## src/core/crcfc_pkg.sv

```systemverilog
package crcfc_pkg;
    // Register addresses on the special function register bus
    localparam logic [7:0] ADDR_AUTO_CTRL = 8'h86;
    localparam logic [7:0] ADDR_CTRL = 8'hce;
    localparam logic [7:0] ADDR_BIT_REVERSE = 8'hcf;
    localparam logic [7:0] ADDR_START_BLOCK = 8'hd2;
    localparam logic [7:0] ADDR_BLOCK_COUNT = 8'hd3;
    localparam logic [7:0] ADDR_DATA_IN = 8'hdd;
    localparam logic [7:0] ADDR_RESULT = 8'hde;

    // crc_control fields
    localparam int CTRL_SEED_LOAD_BIT = 3;
    localparam int CTRL_SEED_SELECT_BIT = 2;
    localparam int CTRL_POINTER_BIT = 0;
    localparam logic [7:0] CTRL_WRITE_MASK = 8'h0d;
    localparam logic [7:0] CTRL_RESERVED_VALUE = 8'h10;

    // crc_auto_control fields
    localparam int AUTO_ENABLE_BIT = 7;
    localparam int AUTO_DONE_BIT = 6;
    localparam logic [7:0] AUTO_WRITE_MASK = 8'h80;

    // Checksum arithmetic
    localparam logic [15:0] CRC_POLY = 16'h1021;
    localparam logic [15:0] SEED_ALL_ZERO = 16'h0000;
    localparam logic [15:0] SEED_ALL_ONE = 16'hffff;
    localparam int BITS_PER_BYTE = 8;

    // Reset values
    localparam logic [7:0] BYTE_RESET = 8'h00;
    localparam logic [15:0] WORD_RESET = 16'h0000;

    // Block size is 256 bytes: block number forms the address high byte
    localparam logic [7:0] BLOCK_OFFSET_ZERO = 8'h00;
    localparam logic [15:0] LAST_BYTE_LEFT = 16'h0001;

    // Cycles after a launching write that the core must keep harmless
    localparam logic [1:0] LAUNCH_GUARD_CYCLES = 2'h3;

    typedef enum logic [1:0] {
        ST_IDLE = 2'b00,
        ST_FETCH = 2'b01,
        ST_FOLD = 2'b10
    } crcfc_state_t;
endpackage : crcfc_pkg

```

## src/core/crcfc_sfr_if.sv

```systemverilog
`timescale 1ns/10ps
interface crcfc_sfr_if;
    logic [7:0] addr;
    logic [7:0] wdata;
    logic wr;
    logic rd;
    logic [7:0] rdata;
    logic hold;

    modport dev (
        input addr,
        input wdata,
        input wr,
        input rd,
        output rdata,
        output hold
    );

    modport host (
        output addr,
        output wdata,
        output wr,
        output rd,
        input rdata,
        input hold
    );
endinterface : crcfc_sfr_if

```

## src/core/crcfc_device.sv

```systemverilog
`timescale 1ns/10ps
module crcfc_device (
    // Clock and reset
    input wire logic CLK,
    input wire logic RESET,
    // Special function register bus
    crcfc_sfr_if.dev SFR,
    // Code memory fetch port, data one cycle after the read
    output logic [15:0] CODE_ADDR,
    output logic CODE_RD,
    input wire logic [7:0] CODE_DATA
);

    function automatic logic [15:0] crc_fold(
        input logic [15:0] acc,
        input logic [7:0] din
    );
        logic [15:0] c;
        c = acc ^ {din, crcfc_pkg::BYTE_RESET};
        for (int i = 0; i < crcfc_pkg::BITS_PER_BYTE; i++) begin
            if (c[15]) begin
                c = {c[14:0], 1'b0} ^ crcfc_pkg::CRC_POLY;
            end else begin
                c = {c[14:0], 1'b0};
            end
        end
        return c;
    endfunction : crc_fold

    crcfc_pkg::crcfc_state_t state_reg;
    crcfc_pkg::crcfc_state_t state_next;
    logic [15:0] acc_reg;
    logic [15:0] acc_next;
    logic seed_select_reg;
    logic result_byte_pointer_reg;
    logic result_byte_pointer_next;
    logic auto_mode_enable_reg;
    logic [7:0] auto_start_block_reg;
    logic [7:0] auto_block_count_reg;
    logic [7:0] bit_reverse_reg;
    logic [7:0] data_in_reg;
    logic [15:0] addr_reg;
    logic [15:0] addr_next;
    logic [15:0] left_reg;
    logic [15:0] left_next;
    logic code_rd_reg;
    logic hold_reg;
    logic [7:0] rdata_reg;
    logic [7:0] rdata_next;
    logic [7:0] reversed_wdata;

    // Bus access is shut out while the engine runs; the core is stalled then
    wire busy = (state_reg != crcfc_pkg::ST_IDLE);
    wire wr_ok = SFR.wr && !busy;
    wire rd_ok = SFR.rd && !busy;
    wire wr_ctrl = wr_ok && (SFR.addr == crcfc_pkg::ADDR_CTRL);
    wire wr_auto = wr_ok && (SFR.addr == crcfc_pkg::ADDR_AUTO_CTRL);
    wire wr_flip = wr_ok && (SFR.addr == crcfc_pkg::ADDR_BIT_REVERSE);
    wire wr_start = wr_ok && (SFR.addr == crcfc_pkg::ADDR_START_BLOCK);
    wire wr_count = wr_ok && (SFR.addr == crcfc_pkg::ADDR_BLOCK_COUNT);
    wire wr_din = wr_ok && (SFR.addr == crcfc_pkg::ADDR_DATA_IN);
    wire wr_res = wr_ok && (SFR.addr == crcfc_pkg::ADDR_RESULT);
    wire rd_res = rd_ok && (SFR.addr == crcfc_pkg::ADDR_RESULT);
    wire seed_load = wr_ctrl && SFR.wdata[crcfc_pkg::CTRL_SEED_LOAD_BIT];
    wire seed_pick = SFR.wdata[crcfc_pkg::CTRL_SEED_SELECT_BIT];
    wire launch = wr_ctrl && auto_mode_enable_reg;
    // A zero block count launches nothing and leaves the done flag high
    wire launch_run = launch && (auto_block_count_reg != crcfc_pkg::BYTE_RESET);
    wire last_byte = (left_reg == crcfc_pkg::LAST_BYTE_LEFT);
    wire [15:0] seed_value = seed_pick ? crcfc_pkg::SEED_ALL_ONE
                                       : crcfc_pkg::SEED_ALL_ZERO;
    wire [7:0] result_sel = result_byte_pointer_reg ? acc_reg[15:8]
                                                    : acc_reg[7:0];
    wire [7:0] ctrl_read = crcfc_pkg::CTRL_RESERVED_VALUE
        | {5'h00, seed_select_reg, 1'b0, result_byte_pointer_reg};
    wire [7:0] auto_read = {auto_mode_enable_reg, !busy, 6'h00};

    always_comb begin
        for (int i = 0; i < crcfc_pkg::BITS_PER_BYTE; i++) begin
            reversed_wdata[i] = SFR.wdata[crcfc_pkg::BITS_PER_BYTE - 1 - i];
        end
    end

    always_comb begin
        state_next = state_reg;
        addr_next = addr_reg;
        left_next = left_reg;
        case (state_reg)
            crcfc_pkg::ST_IDLE: begin
                if (launch_run) begin
                    state_next = crcfc_pkg::ST_FETCH;
                    addr_next = {auto_start_block_reg,
                                 crcfc_pkg::BLOCK_OFFSET_ZERO};
                    left_next = {auto_block_count_reg,
                                 crcfc_pkg::BLOCK_OFFSET_ZERO};
                end
            end
            crcfc_pkg::ST_FETCH: begin
                state_next = crcfc_pkg::ST_FOLD;
            end
            crcfc_pkg::ST_FOLD: begin
                addr_next = addr_reg + 16'h0001;
                left_next = left_reg - 16'h0001;
                if (last_byte) begin
                    state_next = crcfc_pkg::ST_IDLE;
                end else begin
                    state_next = crcfc_pkg::ST_FETCH;
                end
            end
            default: begin
                state_next = crcfc_pkg::ST_IDLE;
            end
        endcase
    end

    always_comb begin
        acc_next = acc_reg;
        if (state_reg == crcfc_pkg::ST_FOLD) begin
            acc_next = crc_fold(acc_reg, CODE_DATA);
        end else if (seed_load) begin
            acc_next = seed_value;
        end else if (wr_din) begin
            acc_next = crc_fold(acc_reg, SFR.wdata);
        end else if (wr_res && result_byte_pointer_reg) begin
            acc_next = {SFR.wdata, acc_reg[7:0]};
        end else if (wr_res) begin
            acc_next = {acc_reg[15:8], SFR.wdata};
        end
    end

    always_comb begin
        result_byte_pointer_next = result_byte_pointer_reg;
        if (wr_ctrl) begin
            result_byte_pointer_next = SFR.wdata[crcfc_pkg::CTRL_POINTER_BIT];
        end else if (rd_res) begin
            result_byte_pointer_next = !result_byte_pointer_reg;
        end
    end

    // Unmapped addresses read as zero
    always_comb begin
        rdata_next = crcfc_pkg::BYTE_RESET;
        if (!rd_ok) begin
            rdata_next = crcfc_pkg::BYTE_RESET;
        end else if (SFR.addr == crcfc_pkg::ADDR_CTRL) begin
            rdata_next = ctrl_read;
        end else if (SFR.addr == crcfc_pkg::ADDR_AUTO_CTRL) begin
            rdata_next = auto_read;
        end else if (SFR.addr == crcfc_pkg::ADDR_BIT_REVERSE) begin
            rdata_next = bit_reverse_reg;
        end else if (SFR.addr == crcfc_pkg::ADDR_START_BLOCK) begin
            rdata_next = auto_start_block_reg;
        end else if (SFR.addr == crcfc_pkg::ADDR_BLOCK_COUNT) begin
            rdata_next = auto_block_count_reg;
        end else if (SFR.addr == crcfc_pkg::ADDR_DATA_IN) begin
            rdata_next = data_in_reg;
        end else if (SFR.addr == crcfc_pkg::ADDR_RESULT) begin
            rdata_next = result_sel;
        end
    end

    always_ff @(posedge CLK or posedge RESET) begin
        if (RESET) begin
            state_reg <= crcfc_pkg::ST_IDLE;
            acc_reg <= crcfc_pkg::WORD_RESET;
            addr_reg <= crcfc_pkg::WORD_RESET;
            left_reg <= crcfc_pkg::WORD_RESET;
            result_byte_pointer_reg <= 1'b0;
            code_rd_reg <= 1'b0;
            hold_reg <= 1'b0;
            rdata_reg <= crcfc_pkg::BYTE_RESET;
        end else begin
            state_reg <= state_next;
            acc_reg <= acc_next;
            addr_reg <= addr_next;
            left_reg <= left_next;
            result_byte_pointer_reg <= result_byte_pointer_next;
            code_rd_reg <= (state_next == crcfc_pkg::ST_FETCH);
            hold_reg <= (state_next != crcfc_pkg::ST_IDLE);
            rdata_reg <= rdata_next;
        end
    end

    always_ff @(posedge CLK or posedge RESET) begin
        if (RESET) begin
            seed_select_reg <= 1'b0;
            auto_mode_enable_reg <= 1'b0;
            auto_start_block_reg <= crcfc_pkg::BYTE_RESET;
            auto_block_count_reg <= crcfc_pkg::BYTE_RESET;
            bit_reverse_reg <= crcfc_pkg::BYTE_RESET;
            data_in_reg <= crcfc_pkg::BYTE_RESET;
        end else begin
            if (wr_ctrl) begin
                seed_select_reg <= seed_pick;
            end
            if (wr_auto) begin
                auto_mode_enable_reg <= SFR.wdata[crcfc_pkg::AUTO_ENABLE_BIT];
            end
            if (wr_start) begin
                auto_start_block_reg <= SFR.wdata;
            end
            if (wr_count) begin
                auto_block_count_reg <= SFR.wdata;
            end
            if (wr_flip) begin
                bit_reverse_reg <= reversed_wdata;
            end
            if (wr_din) begin
                data_in_reg <= SFR.wdata;
            end
        end
    end

    assign SFR.rdata = rdata_reg;
    assign SFR.hold = hold_reg;
    assign CODE_ADDR = addr_reg;
    assign CODE_RD = code_rd_reg;

endmodule : crcfc_device

```

## src/flat_wrapper.sv

```systemverilog
// flat-port wrapper written by rule: the top's interface ports become plain ports
module crcfc_device_flat 
  (CLK, RESET, CODE_ADDR, CODE_RD, CODE_DATA, SFR_addr, SFR_wdata, SFR_wr, SFR_rd, SFR_rdata, SFR_hold);
  crcfc_sfr_if SFR_i ();
  input wire logic CLK;
  input wire logic RESET;
  output logic [15:0] CODE_ADDR;
  output logic CODE_RD;
  input wire logic [7:0] CODE_DATA;
  input wire logic [$bits(SFR_i.addr)-1:0] SFR_addr;
  input wire logic [$bits(SFR_i.wdata)-1:0] SFR_wdata;
  input wire logic [$bits(SFR_i.wr)-1:0] SFR_wr;
  input wire logic [$bits(SFR_i.rd)-1:0] SFR_rd;
  output wire logic [$bits(SFR_i.rdata)-1:0] SFR_rdata;
  output wire logic [$bits(SFR_i.hold)-1:0] SFR_hold;
  assign SFR_i.addr = SFR_addr;
  assign SFR_i.wdata = SFR_wdata;
  assign SFR_i.wr = SFR_wr;
  assign SFR_i.rd = SFR_rd;
  assign SFR_rdata = SFR_i.rdata;
  assign SFR_hold = SFR_i.hold;
  crcfc_device u_core (.CLK(CLK), .RESET(RESET), .SFR(SFR_i), .CODE_ADDR(CODE_ADDR), .CODE_RD(CODE_RD), .CODE_DATA(CODE_DATA));
endmodule
```

## config.mk

```make
export PLATFORM = sky130hd
export DESIGN_NAME = crcfc_device_flat
export DESIGN_NICKNAME = d
export VERILOG_FILES = /design/src/core/crcfc_pkg.sv /design/src/core/crcfc_sfr_if.sv /design/src/core/crcfc_device.sv /design/src/flat_wrapper.sv
export SDC_FILE = /design/constraint.sdc
export NUM_CORES = 1
export LEC_CHECK = 0
export BUFFER_PORTS_ARGS = -buffer_cell sky130_fd_sc_hd__clkbuf_2
export CAP_MARGIN = 20
export CORE_ASPECT_RATIO = 1.1
export CORE_MARGIN = 2
export CORE_UTILIZATION = 39
export CTS_BUF_LIST = sky130_fd_sc_hd__clkbuf_2
export CTS_CLUSTER_SIZE = 20
export DETAILED_ROUTE_END_ITERATION = 8
export HOLD_SLACK_MARGIN = 0.06
export SLEW_MARGIN = 10
export SYNTH_ARGS = -nofsm -noshare
export SYNTH_HDL_FRONTEND = slang
export SYNTH_SLANG_ARGS = --single-unit
export TNS_END_PERCENT = 100
```

## constraint.sdc

```tcl
create_clock -name CLK -period 3.14 [get_ports CLK]
set_input_delay 0.628 -clock CLK [delete_from_list [all_inputs] [get_ports CLK]]
set_output_delay 0.628 -clock CLK [all_outputs]
set_load 0.01 [all_outputs]
```

# After elaboration in Yosys (flattened, before gate mapping)
# Cells that the tools add are included.
# word_totals
regBits,95
in_bits,28
# classes
n_reduce_logical,26
muxes,68
eq_ne,13
bitwise,18
n_addsub,2
# op_table
operator,count
$mux W16,35
$mux W13,16
$mux W8,10
$pmux W16 S2,2
$eq A8 B8 Y1 const B,7
$not A3 Y3,16
$xor A16 B16 Y16,2
$add A16 B1 Y16 const B,1
$eq A16 B1 Y1 const B,1
$sub A16 B1 Y16 const B,1
$logic_and A1 B1 Y1,14
$reduce_bool A2 Y1,4
$reduce_bool A4 Y1,2
$reduce_bool A8 Y1,1
$pmux W2 S3,1
$eq A2 B1 Y1 const B,2
$ne A4 B1 Y1 const B,1
$reduce_and A2 Y1,2
$mux W1,3
$eq A2 B2 Y1 const B,1
$logic_not A1 Y1,2
$logic_not A2 Y1,1
$mux W2,1
$ne A2 B1 Y1 const B,1

# Logic depth before layout (Yosys ltp)
# Gate-level depths: netlist of the first run.
# logic_depth
depth_word,42
depth_mapped,9
mapped_depth_nobuf,6

# Worst setup path before layout of the first run
# OpenSTA, ideal clock, no wires.
# synth_timing
path_kind,input -> register
from,input SFR_addr[3]
to,register u_core.acc_reg[5]
slack_ns,0.831
arrival_ns,2.164
t_required_ns,2.995
stages,8
n_path_buf,2
setup_time_ns,0.145
cell_sequence,buf_2 and4b_1 and3_1 buf_2 a2111oi_2 nor2_1 a22oi_1 a22oi_1
# synth_between
elab_chain_len,5
word_cells_on_any_way,14
cone_classes,eq/ne (4); mux (3); reduce/logical (7)
# synth_lines
element,line_no,rtl
start: declaration,flat_wrapper.sv:10,input wire logic [$bits(SFR_i.addr)-1:0] SFR_addr;
"$eq A8 B8 Y1, on equally long branches","crcfc_device.sv:62, crcfc_device.sv:56, crcfc_device.sv:61",
"$logic_and A1 B1 Y1, on equally long branches","crcfc_device.sv:62, crcfc_device.sv:56, crcfc_device.sv:61",
"$logic_and A1 B1 Y1, or another cell as far along",crcfc_device.sv:124,end else if (wr_res && result_byte_pointer_reg) begin
"$ne A4 B1 Y1 (no line), or another cell as far along",--,
$reduce_and A2 Y1 (no line) / $mux W16 (equally long branches),--,
end signal: assignment,crcfc_device.sv:165,acc_reg <= crcfc_pkg::WORD_RESET;
end signal: assignment,crcfc_device.sv:174,acc_reg <= acc_next;
end: declaration,crcfc_device.sv:32,logic [15:0] acc_reg;
# Parallel ways exist; a longest one is shown, timed or not.
# A chain may end at the register's enable or synchronous reset.

# Worst setup path in the final report of the first run
# layout_timing
from,register u_core.state_reg[1]
to,register u_core.acc_reg[5]
# layout_between
elab_chain_len,7
word_cells_on_any_way,15
cone_classes,eq/ne (2); mux (3); reduce/logical (10)
# layout_lines
element,line_no,rtl
start: declaration,crcfc_device.sv:30,crcfc_pkg::crcfc_state_t state_reg;
start signal: assignment,crcfc_device.sv:164,state_reg <= crcfc_pkg::ST_IDLE;
start signal: assignment,crcfc_device.sv:173,state_reg <= state_next;
$reduce_bool A2 Y1,crcfc_device.sv:53,wire busy = (state_reg != crcfc_pkg::ST_IDLE);
$logic_not A1 Y1,crcfc_device.sv:54,wire wr_ok = SFR.wr && !busy;
$logic_and A1 B1 Y1,crcfc_device.sv:54,
"$logic_and A1 B1 Y1, on equally long branches","crcfc_device.sv:62, crcfc_device.sv:56, crcfc_device.sv:61",
"$logic_and A1 B1 Y1, or another cell as far along",crcfc_device.sv:124,
"$ne A4 B1 Y1 (no line), or another cell as far along",--,
$reduce_and A2 Y1 (no line) / $mux W16 (equally long branches),--,
# Parallel ways exist; a longest one is shown, timed or not.

==> key figures, run 1 <==
Synth
  • Synthesized flop and latch total: 95
  • Simple-gate portion of the synthesized area: 0.205
  • Synth Instances: 585
  • Commonest cells in the synthesized netlist: dfrtp_1 (95), nand2_1 (74), nor2_1 (50)
  • Adder-cell share of the synthesized area: 0.00682
  • EDFF count, synth: 0
  • Most used DFF post-synth: dfrtp_1
  • Syn nets: 616
  • Xor/xnor share of the synthesized area: 0.0841
  • Top post-synthesis cells by area: dfrtp_1 (43%), mux2_2 (5.5%), nand2_1 (5.0%)
  • Post-synthesis mux area share: 0.0716
  • Largest area contributor in the netlist: dfrtp_1
  • Cell Area, Synth: 5500 um2
  • Compound-Gate Fraction of Synth Area: 0.169
  • Yosys top cell area share: 0.432
  • Most common cell in the synthesized netlist: dfrtp_1
  • Main combinational cell family by area after synthesis: simple AND/OR/NAND/NOR gates
  • Async set or reset register ratio after synthesis: 1.00
  • Sequential area share after synthesis: 0.432
  • Synth unique cells: 63
  • Yosys warns: 0
  • Syn_area_per_cell: 9.41 um2

Clocking
  • H-tree level count: 3
  • Reg clk slew, reported paths: 270 ps
  • Sink Count: 95
  • CTS tree: done
  • Post-CTS sizing: 0
  • Clock root buffer: clkbuf_2
  • CTS Hold Bufs: 0
  • Clock Path Buffers: 2
  • Number of post-CTS setup repair buffers: 0
  • CTS buffer count: 9
  • Clk Latency, worst-skew pair: 620 ps

Power
  • VDD IR max: 0.000158 V
  • Leak: 0.00270 uW
  • Pwr dens: 377 nW/um2

Floorplan
  • IO Pins: 54
  • Die ar.: 15,100 um2
  • Row cnt: 45
  • Die height: 129 um
  • Die Width: 117 um
  • Total core area: 13,800 um2
  • Starting Density: 0.399

Timing
  • Hold Fails Final Rpt: 0
  • Slew Viols, Final: 0
  • Slew headroom: 0.514
  • Setup violations, final: 0
  • WHS: 72.2 ps
  • Fin crit period: 2670 ps
  • Tcrit/Tclk final: 0.849
  • Least-Margin Pin Slew: 729 ps
  • Fmax: 0.375 GHz
  • Setup total negative slack: 0 ps
  • Final WS setup: 474 ps
  • RSZ-0062 raised after global routing: false
  • Clock Skew: 36.3 ps

Worst setup path
  • CP Class: flop to flop
  • Reg2reg start: u_core.state_reg[1]
  • Worst Path Max Fanout: 7
  • Crit start category: flop
  • FF-to-FF End: u_core.acc_reg[5]
  • R2R Setup Slk: 470 ps
  • R2r worst-path depth: 6
  • Critical Path RT: 3650 ps
  • CP Launch Point: u_core.state_reg[1]
  • Critical Path AT: 3180 ps
  • CP endpoint kind: flop

Routing
  • DRC viols: 0
  • Via count: 4,825
  • Vias/cell: 5.84
  • Final wirelength: 16,400 um
  • Per-cell routed wire length: 19.8 um
  • Detailed Route Iter0 Violations: 387
  • Antenna Violating Nets Remaining: 0
  • DR pass1 iterations: 5

Min path
  • Hold Crit Class: input pin to asynchronous set/reset pin

GRT
  • Largest net degree at the start of global routing: 55
  • Tot GR Track Use: 0.228
  • First-pass GRT wire length: 25,900 um
  • Number of global-route vias before repair: 4,638
  • GRT Residual Overflow: 0
  • Initial antenna violation count: 1

Layout
  • Layout cells sized above 1: 0.204
  • Nets: 664
  • # fillers: 1,377
  • Area delta synth->final: 10.8%
  • Final Cell Area: 6100 um2

Run
  • MaxCap Viol Count: 0

Placement
  • HPWL reported at the end of detailed placement: 11,900 um
  • Port buffer count: 53
  • Pre-CTS WS: 355 ps
  • Routability cong.: 0.932
  • Cell Area, Placed: 6010 um2

Status
  • Status: completed
## through the flow
stage | instances | utilization | total power [uW]
after floorplan | 585 | - | 1660
after global placement | 810 | 0.436 | 1780
final | 826 | 0.442 | 2300
after CTS | 825 | 0.442 | 2310
after global routing | 826 | 0.442 | 2420
after detailed placement | 810 | 0.436 | 1790
## cell families (layout without fill, tap and decap cells)
group	after synthesis	after routing
AO/OA/AOI/OAI	135	135
flip-flops	95	95
adder cells (fa/ha/maj)	3	3
other	0	1
XOR/XNOR	48	48
buffers and inverters	43	95
AND/OR/NAND/NOR	225	225
multiplexers	36	36
## worst max-delay path, cell delays in order, from the launching register on
cell	delay (ps)
dfrtp_1	540
or3b_1	600
a2111oi_2	700
o21ai_0	210
a22o_1	280
a22oi_1	140
a22oi_1	90
## report_power, final
part | switching [uW] | total (uW) | internal [uW]
clock network | 440 | 534 | 94.5
registers | 70.1 | 1350 | 1280
logic | 232 | 421 | 189
## per-layer routing
layer,global-route usage,up-vias,share of wire
li1,-,2227,-
met3,0.0268,33,0.051
met5,0,-,0
met2,0.375,185,0.48
met4,0.0934,0,0.030
met1,0.306,2380,0.44
## cell type report
cell class	count	area, um2	share of cell area
Sequential cell	95	2380	0.390
Inverter	10	40.0	0.00656
Tap cell	188	235	0.0386
Antenna cell	1	2.50	0.000410
Timing Repair Buffer	70	405	0.0664
Clock inverter	6	38.8	0.00636
Multi-Input combinational cell	447	2960	0.485
Clock buffer	9	45.0	0.00738
## worst max path at each step
| stage | cells after the start | slack, ps | endpoint |
|---|---|---|---|
| 6_report | 6 | 470 | u_core.acc_reg[5] |
| 5_1_grt | 6 | 340 | u_core.acc_reg[5] |
| 4_1_cts | 6 | 520 | u_core.acc_reg[7] |
| 3_5_place_dp | 7 | 350 | u_core.acc_reg[7] |
| 3_3_place_gp | 7 | 330 | u_core.acc_reg[7] |
| 2_1_floorplan | 1 | 30 | u_core.CODE_ADDR[0] |
## cells in the final DEF (no fill, tap or decap), drive strengths merged, types with 4 or more instances in the layout
cell type,count
nor2,53
a22oi,11
clkbuf,62
buf,17
nand3,22
a22o,4
xor2,19
dfrtp,95
inv,10
a31oi,7
nand4,10
nor2b,5
nor4,10
o21ai,35
mux2,27
nor3,15
a21oi,26
xnor2,26
a221oi,7
o211ai,6
a211oi,5
nand2b,4
o221a,4
nand2,74
and3,7
mux2i,9
Note: power is estimated with default switching activity, not from simulation.
==> run 2: changes to the inputs <==
==> constraint.sdc (replaced) <==
create_clock -name CLK -period 2.65 [get_ports CLK]
set_input_delay 0.53 -clock CLK [delete_from_list [all_inputs] [get_ports CLK]]
set_output_delay 0.53 -clock CLK [all_outputs]
set_load 0.01 [all_outputs]
==> run 2 against run 1 <==
Effect of this change:
- via count increased by 0.75%
- clock power increased by 21%
- cell area increased by 1.7%
- sequential power increased by 19%
- final cell count increased by 1.3%
- clock skew increased by 2.3 ps
- power increased by 20%
- flip-flop and latch count unchanged
- global-route usage decreased by 0.56 points
- worst setup slack got worse by 280 ps
- register-to-register slack got worse by 280 ps
- largest cell class unchanged
==> key figures, run 2 (synthesis results as in run 1) <==
Clocking
  • H-tree level count: 3 (unchanged)
  • Reg clk slew, reported paths: 250 ps (-20 ps)
  • CTS tree: done
  • Clk Latency, worst-skew pair: 630 ps (about the same)
  • Clock root buffer: clkbuf_2
  • Clock Path Buffers: 2 (unchanged)
  • Number of post-CTS setup repair buffers: 0 (unchanged)
  • CTS buffer count: 9 (unchanged)
  • Sink Count: 95 (unchanged)

Run
  • MaxCap Viol Count: 0 (unchanged)

GRT
  • Initial antenna violation count: 1 (unchanged)
  • First-pass GRT wire length: 25,400 um (-1.9%)
  • Largest net degree at the start of global routing: 35 (-36%)
  • Number of global-route vias before repair: 4,624 (-0.30%)
  • Tot GR Track Use: 0.223 (-0.00564)
  • GRT Residual Overflow: 0 (unchanged)

Floorplan
  • IO Pins: 54 (unchanged)
  • Starting Density: 0.399 (unchanged)
  • Die height: 129 um (unchanged)
  • Total core area: 13,800 um2 (unchanged)
  • Die ar.: 15,100 um2 (unchanged)
  • Row cnt: 45 (unchanged)
  • Die Width: 117 um (unchanged)

Routing
  • Detailed Route Iter0 Violations: 402 (+3.9%)
  • Vias/cell: 5.81 (-0.58%)
  • Final wirelength: 16,000 um (-2.2%)
  • Antenna Violating Nets Remaining: 0 (unchanged)
  • Per-cell routed wire length: 19.2 um (-3.5%)
  • DRC viols: 0 (unchanged)
  • Via count: 4,861 (+0.75%)
  • DR pass1 iterations: 6 (+1)

Timing
  • WHS: 209 ps (+137 ps)
  • Slew Viols, Final: 0 (unchanged)
  • Fin crit period: 2450 ps (-211 ps)
  • Slew headroom: 0.390 (-0.124)
  • Hold Fails Final Rpt: 0 (unchanged)
  • Setup violations, final: 0 (unchanged)
  • Tcrit/Tclk final: 0.926 (+0.0772)
  • RSZ-0062 raised after global routing: false
  • Fmax: 0.407 GHz (+8.6%)
  • Clock Skew: 38.6 ps (+2.32 ps)
  • Least-Margin Pin Slew: 913 ps (+185 ps)
  • Setup total negative slack: 0 ps (unchanged)

Power
  • Logic gate share of total power: 0.184 (about the same)
  • Sw power: 888 uW (+20%)
  • Pwr dens: 445 nW/um2 (+18%)
  • Share of power burned in registers: 0.581 (-0.004)
  • Sw frac: 0.322 (about the same)
  • VDD IR max: 0.000184 V (+17%)
  • Clk pwr share: 0.235 (+0.003)
  • Internal power: 1870 uW (+20%)
  • Leak: 0.00276 uW (+2.1%)

Layout
  • Area delta synth->final: 12.7%
  • Commonest non-fill, non-tap cell in the layout: dfrtp_1
  • Layout cells sized above 1: 0.219 (+0.0151)
  • # fillers: 1,369 (-0.58%)
  • Fin util: 0.450 (+0.00735)
  • Nets: 674 (+1.5%)
  • Commonest non-fill, non-tap cells in the layout: dfrtp_1 (95), nand2_1 (74), clkbuf_2 (62), nor2_1 (50), o21ai_0 (35)

Worst setup path
  • Crit start category: flop
  • Critical Path RT: 3130 ps (-520 ps)
  • CP endpoint kind: flop
  • CP Class: flop to flop
  • Critical Path AT: 2930 ps (-250 ps)
  • Worst Path Max Fanout: 6 (-1)

Placement
  • Routability cong.: 0.934 (+0.23%)
  • Port buffer count: 53 (unchanged)
  • HPWL reported at the end of detailed placement: 11,800 um (-0.31%)

Status
  • Status: completed

Min path
  • Hold Crit Class: input pin to flop
==> run 2: cell types whose count changed in the layout (fill, tap and decap cells not counted) <==
cell and change:
clkinvlp_4 +2, buf_12 +1, inv_6 +1, clkinv_1 -2, clkinv_2 +2, buf_4 +8, inv_4 -1, clkinv_4 -1
dlygate4sd3_1 +1
==> run 2: per-stage QoR <==
stage               total power, uW  instances  setup WS (ps)  cell area (um2)
global placement               2120        819            205             6100
detailed placement             2130        819            127             6100
CTS                            2780        836            277             6200
floorplan                      1960        585            439             5510
finish                         2760        837            196             6200
global route                   2910        837           72.1             6200
==> run 2: worst paths after layout <==
kind                                        from                    end  slack [ps]  cells after the start
setup / recovery             u_core.state_reg[0]      u_core.acc_reg[7]         200                      6
hold / removal                            SFR_rd    u_core.SFR.rdata[2]         210                      3
setup reg to reg             u_core.state_reg[0]      u_core.acc_reg[7]         200                      6
hold reg to reg            u_core.data_in_reg[3]  u_core.data_in_reg[3]         530                      2
max in group asynchronous                  RESET    u_core.SFR.rdata[2]        1520                      4
min in group asynchronous                  RESET   u_core.CODE_ADDR[14]         500                      3
==> run 2: cell type report <==
cell class,instances,area (um2),share of cell area
clock buffer,9,45.0,0.00726
clock inverter,7,48.8,0.00787
multi-input combinational,447,2960,0.477
sequential,95,2380,0.383
inverter,10,41.3,0.00666
antenna,1,2.50,0.000403
timing repair buffer,80,495,0.0799
tap,188,235,0.0379
==> run 2: power by group through the flow <==
stage | Clock [uW] | Combinational (uW) | Sequential [uW]
finish | 648 | 508 | 1600
global route | 742 | 555 | 1610
CTS | 676 | 508 | 1600
detailed placement | 0 | 503 | 1630
global placement | 0 | 496 | 1620
floorplan | 0 | 374 | 1590
==> run 2: routing by layer <==
layer / global-route usage / part of all wire / vias to the layer above / wire length (um)
met1: 0.293 / 0.43 / 2414 / 6910
met4: 0.0997 / 0.029 / 0 / 470
li1: - / - / 2247 / -
met2: 0.364 / 0.49 / 168 / 7830
met5: 0 / 0 / - / 0
met3: 0.0306 / 0.052 / 32 / 826
==> run 2: worst max-delay path, cell delays in order, from the launching register on <==
cell	delay [ps]
dfrtp_1	520
or3b_1	510
a2111oi_2	580
o21ai_0	180
a22o_1	270
a22oi_1	170
a22oi_1	100
==> run 2: timing repair <==
action | in CTS | in global routing
hold buffers | 1 | 0
endpoints found under the hold margin | 28 | 0
resized for setup | 0 | 0
